## config.mk

```make
export PLATFORM = sky130hd
export DESIGN_NAME = loopback_path_control
export DESIGN_NICKNAME = d
export VERILOG_FILES = /design/src/pkg/loop_pkg.sv /design/src/pkg/frame_mem_if.sv /design/src/rtl/frame_mem.sv /design/src/rtl/loopback_path_control.sv
export SDC_FILE = /design/constraint.sdc
export NUM_CORES = 1
export LEC_CHECK = 0
export CAP_MARGIN = 0
export CORE_MARGIN = 2
export CORE_UTILIZATION = 50
export DETAILED_ROUTE_END_ITERATION = 7
export DONT_BUFFER_PORTS = 1
export SLEW_MARGIN = 10
export SYNTH_ARGS = -nofsm -noshare
export SYNTH_HDL_FRONTEND = slang
export SYNTH_SLANG_ARGS = --single-unit
```

## constraint.sdc

```tcl
create_clock -name clk -period 2.5 [get_ports clk]
set_clock_uncertainty 0.1 [all_clocks]
set_input_delay 0.125 -clock clk [delete_from_list [all_inputs] [get_ports clk]]
set_output_delay 0.125 -clock clk [all_outputs]
set_load 0.01 [all_outputs]
```

## src/pkg/loop_pkg.sv

```systemverilog
package loop_pkg;
   localparam int         ADDR_W              = 9;
   localparam logic [8:0] LOOPBACK_SELECT_OFS = 9'h014;
   localparam logic [7:0] LOOPBACK_SELECT_RST = 8'h00;
   localparam logic [7:0] LOOPBACK_SELECT_MSK = 8'h0f;
   localparam int         ANALOG_BIT          = 0;
   localparam int         FRAMER_BIT          = 1;
   localparam int         LINE_BIT            = 2;
   localparam int         PAYLOAD_BIT         = 3;
   localparam logic [4:0] LAST_SLOT_T1        = 5'h17;
   localparam logic [4:0] LAST_SLOT_E1        = 5'h1f;
   localparam logic [4:0] OVERHEAD_SLOT       = 5'h00;
   localparam int         PIN_SYNC_W          = 7;
endpackage

```

## src/pkg/frame_mem_if.sv

```systemverilog
`timescale 1ns/1ps
interface frame_mem_if #(parameter int AW = 6, parameter int DW = 8);
   logic          wr_en;
   logic [AW-1:0] wr_addr;
   logic [DW-1:0] wr_data;
   logic          rd_en;
   logic [AW-1:0] rd_addr;
   logic [DW-1:0] rd_data;
   modport ctrl (output wr_en, output wr_addr, output wr_data,
                 output rd_en, output rd_addr, input rd_data);
   modport mem  (input wr_en, input wr_addr, input wr_data,
                 input rd_en, input rd_addr, output rd_data);
endinterface

```

## src/rtl/frame_mem.sv

```systemverilog
`timescale 1ns/1ps
module frame_mem
   import loop_pkg::*;
#(
   parameter int AW = 6,
   parameter int DW = 8
) (
   input  wire logic clk,
   frame_mem_if.mem  port
);
   logic [DW-1:0] store [0:(1<<AW)-1];
   logic [DW-1:0] rd_data_r;

   always_ff @(posedge clk) begin
      if (port.wr_en) begin
         store[port.wr_addr] <= port.wr_data;
      end
      if (port.rd_en) begin
         rd_data_r <= store[port.rd_addr];
      end
   end
   assign port.rd_data = rd_data_r;
endmodule

```

## src/rtl/loopback_path_control.sv

```systemverilog
`timescale 1ns/1ps
module loopback_path_control
   import loop_pkg::*;
#(
   parameter int DW = 8
) (
   input  wire logic              clk,
   input  wire logic              reset_n,
   input  wire logic              up_cs,
   input  wire logic              up_wr,
   input  wire logic              up_rd,
   input  wire logic [ADDR_W-1:0] up_addr,
   input  wire logic [7:0]        up_wdata,
   output      logic [7:0]        up_rdata,
   input  wire logic              line_rx_pos,
   input  wire logic              line_rx_neg,
   input  wire logic              rx_clock_recovery,
   input  wire logic              jat_rx_pos,
   input  wire logic              jat_rx_neg,
   input  wire logic              jitter_attenuator_clock,
   input  wire logic              tx_clock_in,
   input  wire logic              rx_jitter_attenuator,
   input  wire logic              enc_pos,
   input  wire logic              enc_neg,
   input  wire logic              e1_mode,
   input  wire logic              rx_slot_valid,
   input  wire logic [4:0]        rx_slot_num,
   input  wire logic [DW-1:0]     rx_slot_byte,
   input  wire logic              tx_slot_req,
   input  wire logic [4:0]        tx_slot_num,
   input  wire logic              tx_frame_start,
   input  wire logic [DW-1:0]     tx_sys_byte,
   input  wire logic [DW-1:0]     tx_fmt_byte,
   input  wire logic              tx_overhead_source_cfg,
   input  wire logic [31:0]       tx_per_channel_ctrl,
   input  wire logic              framer_slip_event,
   output      logic              line_tx_pos,
   output      logic              line_tx_neg,
   output      logic              tx_line_clock,
   output      logic              dec_pos,
   output      logic              dec_neg,
   output      logic              rx_clock_out,
   output      logic [DW-1:0]     tx_slot_byte,
   output      logic              tx_slot_byte_valid,
   output      logic              slip_error_report,
   output      logic              payload_slip
);
   // Pins from other domains: two flops before use
   logic [PIN_SYNC_W-1:0] meta_r;
   logic [PIN_SYNC_W-1:0] pin_r;
   always_ff @(posedge clk) begin
      meta_r <= {tx_clock_in, jitter_attenuator_clock, jat_rx_neg, jat_rx_pos,
                 rx_clock_recovery, line_rx_neg, line_rx_pos};
      pin_r  <= meta_r;
   end
   logic rxp_s, rxn_s, rclk_s, jp_s, jn_s, jitter_attenuator_clock_s, tclk_s;
   assign {tclk_s, jitter_attenuator_clock_s, jn_s, jp_s, rclk_s, rxn_s, rxp_s} = pin_r;

   // Loopback select register
   logic [7:0] loopback_select_r, loopback_select_nxt;
   logic [7:0] up_rdata_r, up_rdata_nxt;
   logic       hit;
   assign hit = up_cs && (up_addr == LOOPBACK_SELECT_OFS);
   always_comb begin
      loopback_select_nxt = loopback_select_r;
      up_rdata_nxt        = up_rdata_r;
      if (hit && up_wr) begin
         loopback_select_nxt = up_wdata & LOOPBACK_SELECT_MSK;
      end
      if (up_cs && up_rd) begin
         if (hit) begin
            up_rdata_nxt = loopback_select_r;
         end else begin
            up_rdata_nxt = 8'h00;
         end
      end
   end
   always_ff @(posedge clk) begin
      if (!reset_n) begin
         loopback_select_r <= LOOPBACK_SELECT_RST;
         up_rdata_r        <= 8'h00;
      end else begin
         loopback_select_r <= loopback_select_nxt;
         up_rdata_r        <= up_rdata_nxt;
      end
   end
   assign up_rdata = up_rdata_r;

   logic payload_return_enable, line_return_enable;
   logic framer_return_enable, analog_return_enable;
   assign payload_return_enable = loopback_select_r[PAYLOAD_BIT];
   assign line_return_enable    = loopback_select_r[LINE_BIT];
   assign framer_return_enable  = loopback_select_r[FRAMER_BIT];
   assign analog_return_enable  = loopback_select_r[ANALOG_BIT];

   // Line side routing; independent muxes so line and framer coexist
   logic lp_r, ln_r, lclk_r, dp_r, dn_r, rco_r;
   logic lp_nxt, ln_nxt, lclk_nxt, dp_nxt, dn_nxt, rco_nxt;
   logic rx_rail_p, rx_rail_n, rx_rail_clk, rx_in_p, rx_in_n;
   always_comb begin
      rx_rail_p   = rx_jitter_attenuator ? jp_s : rxp_s;
      rx_rail_n   = rx_jitter_attenuator ? jn_s : rxn_s;
      rx_rail_clk = rx_jitter_attenuator ? jitter_attenuator_clock_s : rclk_s;
      // Rails are copied as-is, violations included
      lp_nxt   = line_return_enable ? rx_rail_p : enc_pos;
      ln_nxt   = line_return_enable ? rx_rail_n : enc_neg;
      lclk_nxt = line_return_enable ? rx_rail_clk : tclk_s;
      rx_in_p  = analog_return_enable ? lp_r : rx_rail_p;
      rx_in_n  = analog_return_enable ? ln_r : rx_rail_n;
      dp_nxt   = framer_return_enable ? enc_pos : rx_in_p;
      dn_nxt   = framer_return_enable ? enc_neg : rx_in_n;
      rco_nxt  = framer_return_enable ? tclk_s : rx_rail_clk;
   end
   always_ff @(posedge clk) begin
      if (!reset_n) begin
         lp_r <= 1'b0; ln_r <= 1'b0; lclk_r <= 1'b0;
         dp_r <= 1'b0; dn_r <= 1'b0; rco_r  <= 1'b0;
      end else begin
         lp_r <= lp_nxt; ln_r <= ln_nxt; lclk_r <= lclk_nxt;
         dp_r <= dp_nxt; dn_r <= dn_nxt; rco_r  <= rco_nxt;
      end
   end
   assign line_tx_pos   = lp_r;
   assign line_tx_neg   = ln_r;
   assign tx_line_clock = lclk_r;
   assign dec_pos       = dp_r;
   assign dec_neg       = dn_r;
   assign rx_clock_out  = rco_r;

   // Two-frame payload buffer, bank = frame, address low bits = slot
   frame_mem_if #(.AW(6), .DW(DW)) mport ();
   frame_mem #(.AW(6), .DW(DW)) u_mem (
      .clk  (clk),
      .port (mport.mem)
   );

   logic       rx_bank_r, rx_bank_nxt, tx_bank_r, tx_bank_nxt;
   logic       rx_new_r, rx_new_nxt;
   logic       slip_r, slip_nxt, serr_r, serr_nxt;
   logic       rx_frame_end, tx_rd_bank;
   logic [4:0] last_slot;
   assign last_slot    = e1_mode ? LAST_SLOT_E1 : LAST_SLOT_T1;
   assign rx_frame_end = rx_slot_valid && (rx_slot_num == last_slot);
   // Frame start reads the newest full bank without waiting
   assign tx_rd_bank   = tx_frame_start ? ~rx_bank_r : tx_bank_r;

   assign mport.wr_en   = rx_slot_valid;
   assign mport.wr_addr = {rx_bank_r, rx_slot_num};
   assign mport.wr_data = rx_slot_byte;
   assign mport.rd_en   = tx_slot_req;
   assign mport.rd_addr = {tx_rd_bank, tx_slot_num};

   always_comb begin
      rx_bank_nxt = rx_frame_end ? ~rx_bank_r : rx_bank_r;
      rx_new_nxt  = rx_new_r;
      tx_bank_nxt = tx_bank_r;
      slip_nxt    = 1'b0;
      if (tx_frame_start) begin
         tx_bank_nxt = ~rx_bank_r;
         // No fresh frame since last start: frame is repeated
         slip_nxt    = payload_return_enable && !rx_new_r;
         rx_new_nxt  = 1'b0;
      end
      if (rx_frame_end) begin
         rx_new_nxt = 1'b1;
      end
      serr_nxt = framer_slip_event;
   end
   always_ff @(posedge clk) begin
      if (!reset_n) begin
         rx_bank_r <= 1'b0;
         tx_bank_r <= 1'b1;
         rx_new_r  <= 1'b0;
         slip_r    <= 1'b0;
         serr_r    <= 1'b0;
      end else begin
         rx_bank_r <= rx_bank_nxt;
         tx_bank_r <= tx_bank_nxt;
         rx_new_r  <= rx_new_nxt;
         slip_r    <= slip_nxt;
         serr_r    <= serr_nxt;
      end
   end
   assign payload_slip      = slip_r;
   assign slip_error_report = serr_r;

   // Transmit byte select, one stage after memory read
   logic          req_d_r, req_d_nxt, ovh_d_r, ovh_d_nxt, pcc_d_r, pcc_d_nxt;
   logic [DW-1:0] sys_d_r, sys_d_nxt, fmt_d_r, fmt_d_nxt;
   logic [DW-1:0] txb_r, txb_nxt;
   logic          txv_r, txv_nxt;
   always_comb begin
      req_d_nxt = tx_slot_req;
      ovh_d_nxt = tx_slot_req && !e1_mode ? 1'b0 : (tx_slot_num == OVERHEAD_SLOT);
      pcc_d_nxt = tx_per_channel_ctrl[tx_slot_num];
      sys_d_nxt = tx_sys_byte;
      fmt_d_nxt = tx_fmt_byte;
      txv_nxt   = req_d_r;
      txb_nxt   = txb_r;
      if (req_d_r) begin
         if (ovh_d_r) begin
            txb_nxt = tx_overhead_source_cfg ? sys_d_r : fmt_d_r;
         end else if (pcc_d_r) begin
            txb_nxt = sys_d_r;
         end else if (payload_return_enable) begin
            txb_nxt = mport.rd_data;
         end else begin
            txb_nxt = sys_d_r;
         end
      end
   end
   always_ff @(posedge clk) begin
      if (!reset_n) begin
         req_d_r <= 1'b0; ovh_d_r <= 1'b0; pcc_d_r <= 1'b0;
         sys_d_r <= '0;   fmt_d_r <= '0;
         txb_r   <= '0;   txv_r   <= 1'b0;
      end else begin
         req_d_r <= req_d_nxt; ovh_d_r <= ovh_d_nxt; pcc_d_r <= pcc_d_nxt;
         sys_d_r <= sys_d_nxt; fmt_d_r <= fmt_d_nxt;
         txb_r   <= txb_nxt;   txv_r   <= txv_nxt;
      end
   end
   assign tx_slot_byte       = txb_r;
   assign tx_slot_byte_valid = txv_r;
endmodule

```

## Word-level counts from Yosys, hierarchy flattened

Memory sizes are Yosys's and may differ from the RTL's. A register that Yosys moved wholly into a read port is not among the register bits.
Index checks and enable logic that the tools add are counted.

| cells by class | value |
|---|---|
| $add $sub $neg | 0 |
| multiply operators | 0 |
| divide/modulo/power cells | 0 |
| order comparisons | 1 |
| eq/ne operators | 2 |
| shift-type cells | 0 |
| multiplexer cells | 24 |
| bitwise gates (word level) | 2 |
| reductions and logical operators | 12 |

Operators with widths:

| cell | number |
|---|---|
| $mux W8 | 4 |
| $mux W1 | 17 |
| $eq A9 B5 Y1 const B | 1 |
| $mux W4 | 2 |
| $logic_and A1 B1 Y1 | 6 |
| $lt A5 B6 Y1 const B | 1 |
| $bmux W1 S5 | 1 |
| $eq A5 B5 Y1 | 1 |
| $logic_not A5 Y1 | 1 |
| $logic_not A1 Y1 | 2 |
| $not A1 Y1 | 2 |
| $reduce_and A2 Y1 | 1 |
| $reduce_bool A2 Y1 | 1 |
| $reduce_or A2 Y1 | 1 |

| word-level totals | value |
|---|---|
| register bits | 65 |
| bits in latches | 0 |
| memory bits (writable) | 512 |
| bits in read-only memories | 0 |
| bits of input ports | 104 |
| output and inout port bits | 25 |
| word-level logic and storage cells | 64 |
| memories | 1 |

Memory list:

| name | words | bits a word | rd ports | clocked after Yosys merged registers in | wr ports | line | text |
|---|---|---|---|---|---|---|---|
| u_mem.store | 64 | 8 | 1 | 1 | 1 | frame_mem.sv:11 | `logic [DW-1:0] store [0:(1<<AW)-1];` |

## Longest topological paths before layout

| logic depth | value |
|---|---|
| depth after elaboration | 4 |
| gate-level depth with buffers | 8 |
| depth with buffers taken out | 5 |

## By module

A second synthesis with hierarchy kept.

| unflattened totals | value |
|---|---|
| cells, all modules | 1,165 |
| area total of the unflattened synthesis | 22,720.5 um2 |

By module, submodules not included:

| module | times used | cells each | area an instance (um2) | seq. area each (um2) |
|---|---|---|---|---|
| frame_mem | 1 | 940 | 20,246.9 | 15,615.0 |
| loopback_path_control | 1 | 225 | 2,473.6 | 1,221.2 |

## Worst setup path before layout

No wires, ideal clock.

| path | value |
|---|---|
| kind | in2reg |
| start point | input port tx_slot_num[1] |
| end point | register u_mem.rd_data_r[0], in the netlist u_mem.port.rd_data[0] (read register of u_mem.store) (data pin) |
| library setup time | 0.259 ns |
| data arrival time | 1.596 ns |
| required time | 2.141 ns |
| path slack | 0.545 ns |
| stages | 8 |
| buffers on the path | 3 |
| cell sequence | buf_2 > buf_2 > clkbuf_1 > mux4_2 > a22oi_1 > nand2_1 > a22oi_1 > nand2_1 |

RTL lines:

| what | line | text |
|---|---|---|
| from (decl) | loopback_path_control.sv:30 | `input wire logic [4:0] tx_slot_num,` |
| to (decl) | frame_mem.sv:12 | `logic [DW-1:0] rd_data_r;` |

## Worst setup path after layout

| path | value |
|---|---|
| start point | input port up_cs |
| end point | register loopback_select_r[2] |

| between the ends | value |
|---|---|
| longest elaborated chain between the ends | 2 |

Ends and longest elaborated chain:

| what | line | text |
|---|---|---|
| from (decl) | loopback_path_control.sv:9 | `input wire logic up_cs,` |
| $logic_and A1 B1 Y1 | loopback_path_control.sv:63 | `assign hit = up_cs && (up_addr == LOOPBACK_SELECT_OFS);` |
| $logic_and A1 B1 Y1 | loopback_path_control.sv:67 | `if (hit && up_wr) begin` |
| to (signal assigned) | loopback_path_control.sv:83 | `loopback_select_r <= loopback_select_nxt;` |
| to (decl) | loopback_path_control.sv:60 | `logic [7:0] loopback_select_r, loopback_select_nxt;` |

No other way between the ends.
A chain may end at the register's enable or synchronous reset.

==> results.md <==
- Critical path's most frequent cell: dlygate4sd3_1
- Fmax: ~450 MHz
- Detail Route Antenna Nets: 0
- Initial drt markers: around 1100
- Seq cells post-synth: around 580
- Largest cells by area after synthesis: edfxtp_1, mux4_2, dfxtp_1, mux4_1, a22oi_1
- Count leader, synth: edfxtp_1
- Critical path buffer and inverter count: 3
- N_diodes: 0
- Max_cap viols: 0
- Outcome: finished, final reports clean
- Setup violations, final: 0
- Initial antenna violation count: 0
- CP Max Fanout: 6
- Area post-placement: 23500 µm²
- Syn-to-layout area delta: 17.2%
- Pwr Total: slightly above 20 mW
- Netlist Area Pre-Place: ~23000 µm²
- Max clock buf depth: 3
- Synth cell count leaders: edfxtp_1, mux4_2, nand2_1
- DR DRC count: 0
- Crit Path Category: primary input to register
- HPWL after DPL: roughly 28000 µm
- Placer Congestion: approximately 0.79
- Final WL: 50600 µm
- Ports: between 100 and 150
- Congestion Overflow GR: 0
- Post-Synthesis Cells: around 1200
- Die footprint: roughly 47000 µm²
- Final non-filler cell area: about 26000 µm²
- Warnings from Yosys: 0
- Pin slew with the least headroom to its limit: about 1000 ps
- First-pass GRT wire length: ~75000 µm
- CTS Hold Buffers Added: 87
- Nets: 1418
- Pre-antenna DRT Iters: 5
- H-Tree Depth: 2
- # port buffers: 0
- Average size of a mapped cell: roughly 19 µm²
- CP cell instances: dlygate4sd3_1 -> and4b_1 -> dlygate4sd3_1 -> nand3_1 -> dlygate4sd3_1 -> a21boi_0
- Crit path DAT: about 2600 ps
- CP delay by family, top: buffers and inverters
- Largest net degree at the start of global routing: between 100 and 150
- PwrDens: ~770 nW/µm²
- Slew HR: 34.0%
- DR WL/cell: between 20 and 30 µm
- Fin. max-slew vios: 0
- Core Footprint: roughly 44000 µm²
- Sequential share of power: between 50% and 60%
- Die Y: approximately 220 µm
- Top FF cell, synth: edfxtp_1
- Post-synth EDFFs: between 500 and 600
- Num CTS Buffers: 58
- RSZ-0062 raised after global routing: false
- Total number of vias: 11400
- CP max stage delay: 670 ps
- WHS: about 52 ps
- Layout cell share with drive strength beyond 1: between 20% and 30%
- Initial Util: approximately half
- Period utilisation layout: around 88%
- CTS tree: done
- Post-synth top area cell: edfxtp_1
- Combinational Power Share: roughly 4.6%
- Via density: between 5 and 6
- Internal Power: around 16 mW
- Sw frac: 20.0%
- Fin. Hold Viols: 0
- # fillers: around 3300
- Hold crit path type: primary input to register
- Setup TNS: 0 ps
- Synth top area share: between 60% and 70%
- CP required: 2920 ps
- Postcts setup bufs: 0
- Vias in the first global route: around 12000
- Yosys cell types: 46
- Die Width: roughly 220 µm
- Leak: roughly 8.8 nW
- Placement Rows: 77
- Async S/R FF share, synth: 0%
- NetSw: slightly above 4 mW
- PostCTS Resize Cnt: 0
- Clock power share: between 40% and 50%
- Crit start category: primary input
- VDD IR max: 0.567 mV
- Worst Setup End Kind: register
- Worst path slowest cell: dlygate4sd3_1
- Seq/Total Area, Yosys: about three quarters
- GRT Resource Usage Total: a little over a fifth
- Clock sink count: between 500 and 600
- Clock Latency Late Sink: roughly 600 ps
- Worst-path clk slew: ~60 ps
- Clock Root Buffer: clkbuf_16
- Fin crit period: 2200 ps
worst paths after layout:
| kind | to | cells past startpoint | slack [ps] | startpoint |
|---|---|---|---|---|
| setup / recovery | loopback_select_r[2]$_SDFFE_PN0P_ | 6 | 300 | up_cs |
| hold reg to reg | pin_r[1]$_DFF_P_ | 0 | 230 | meta_r[1]$_DFF_P_ |
| hold / removal | u_mem.store[19][3]$_DFFE_PP_ | 3 | 50 | rx_slot_num[3] |
| setup reg to reg | u_mem.port.rd_data[2]$_DFFE_PP_ | 5 | 320 | u_mem.store[0][2]$_DFFE_PP_ |
state kept, by name, indices dropped and copies added (netlist names), 4 cells and up:
name and cells:
fmt_d_r 8, loopback_select_r 4, meta_r 7, pin_r 7, sys_d_r 8, tx_slot_byte 8
u_mem.port.rd_data 8, u_mem.store 512, up_rdata 4
cell type report:
class / instances / area (µm²) / share of cell area, %
sequential: 581 / 16800 / 63.8
tap: 592 / 741 / 2.81
timing repair buffer: 160 / 1580 / 5.99
clock buffer: 85 / 1660 / 6.29
inverter: 3 / 11.3 / 0.0427
clock inverter: 23 / 234 / 0.887
multi-input combinational: 510 / 5320 / 20.2
cell families (layout without fill, tap and decap cells):
| kind of cell | after synthesis | after routing | synth area share [%] |
|---|---|---|---|
| AOI/OAI and AO/OA | 108 | 108 | 3.58 |
| other | 1 | 4 | 0.0167 |
| buffers and inverters | 73 | 271 | 1.71 |
| muxes | 163 | 163 | 15.1 |
| and+or+nand+nor | 233 | 233 | 4.78 |
| xor gates and xnor gates | 2 | 2 | 0.0778 |
| DFF | 581 | 581 | 74.8 |
worst reg2reg max path, delay by kind of cell, from the launching register on:
family           cells  cell delay, ps
AO/OA/AOI/OAI        2             700
flip-flops           1             370
AND/OR/NAND/NOR      2             260
multiplexers         1             490
stage by stage:
step	utilization [%]	std cells	worst slack, ps
after floorplan	-	1164	545
after global placement	53.0	1759	351
after detailed placement	53.0	1759	369
after CTS	59.5	1954	346
after global routing	59.5	1954	179
final	59.5	1954	302
power by group through the flow:
stage               clock network [mW]  logic (mW)  registers [mW]
finish                            8.60       0.923            10.7
global route                      9.16       0.989            10.7
floorplan                            0       0.582            10.9
global placement                     0       0.629            10.9
detailed placement                   0       0.631            10.9
CTS                               8.78       0.932            10.7
cells in the final DEF (no fill, tap or decap), types with 2 or more instances in the layout:
cell	synthesis	routed
nand3_1	18	18
or3_1	2	2
a22oi_1	70	70
and2_1	24	24
nand2b_1	11	11
nand4_1	6	6
nand3b_1	4	4
a21oi_1	4	4
clkbuf_1	33	16
clkbuf_8	0	8
o211a_1	3	3
nor2b_1	8	6
mux2i_1	27	27
dlygate4sd3_1	0	78
mux4_1	22	22
o21ai_0	4	4
clkinv_1	1	11
dfxtp_1	61	61
clkbuf_16	0	59
edfxtp_1	520	520
inv_1	2	2
conb_1	1	4
a21boi_0	18	18
buf_12	0	2
nand2_1	77	77
mux2_2	2	2
nor4b_1	2	2
buf_4	10	72
and4b_1	2	2
clkinv_2	0	6
nor2_1	75	74
mux4_2	112	112
bufinv_16	0	5
buf_16	0	8
metal layers:
layer	wire length, µm	up-vias	global-route usage [%]
met3	3070	69	3.83
met1	21700	5925	31.1
met4	936	0	5.39
li1	-	5018	-
met2	24900	406	36.0
met5	0	-	0
(Power assumes the default switching activity.)
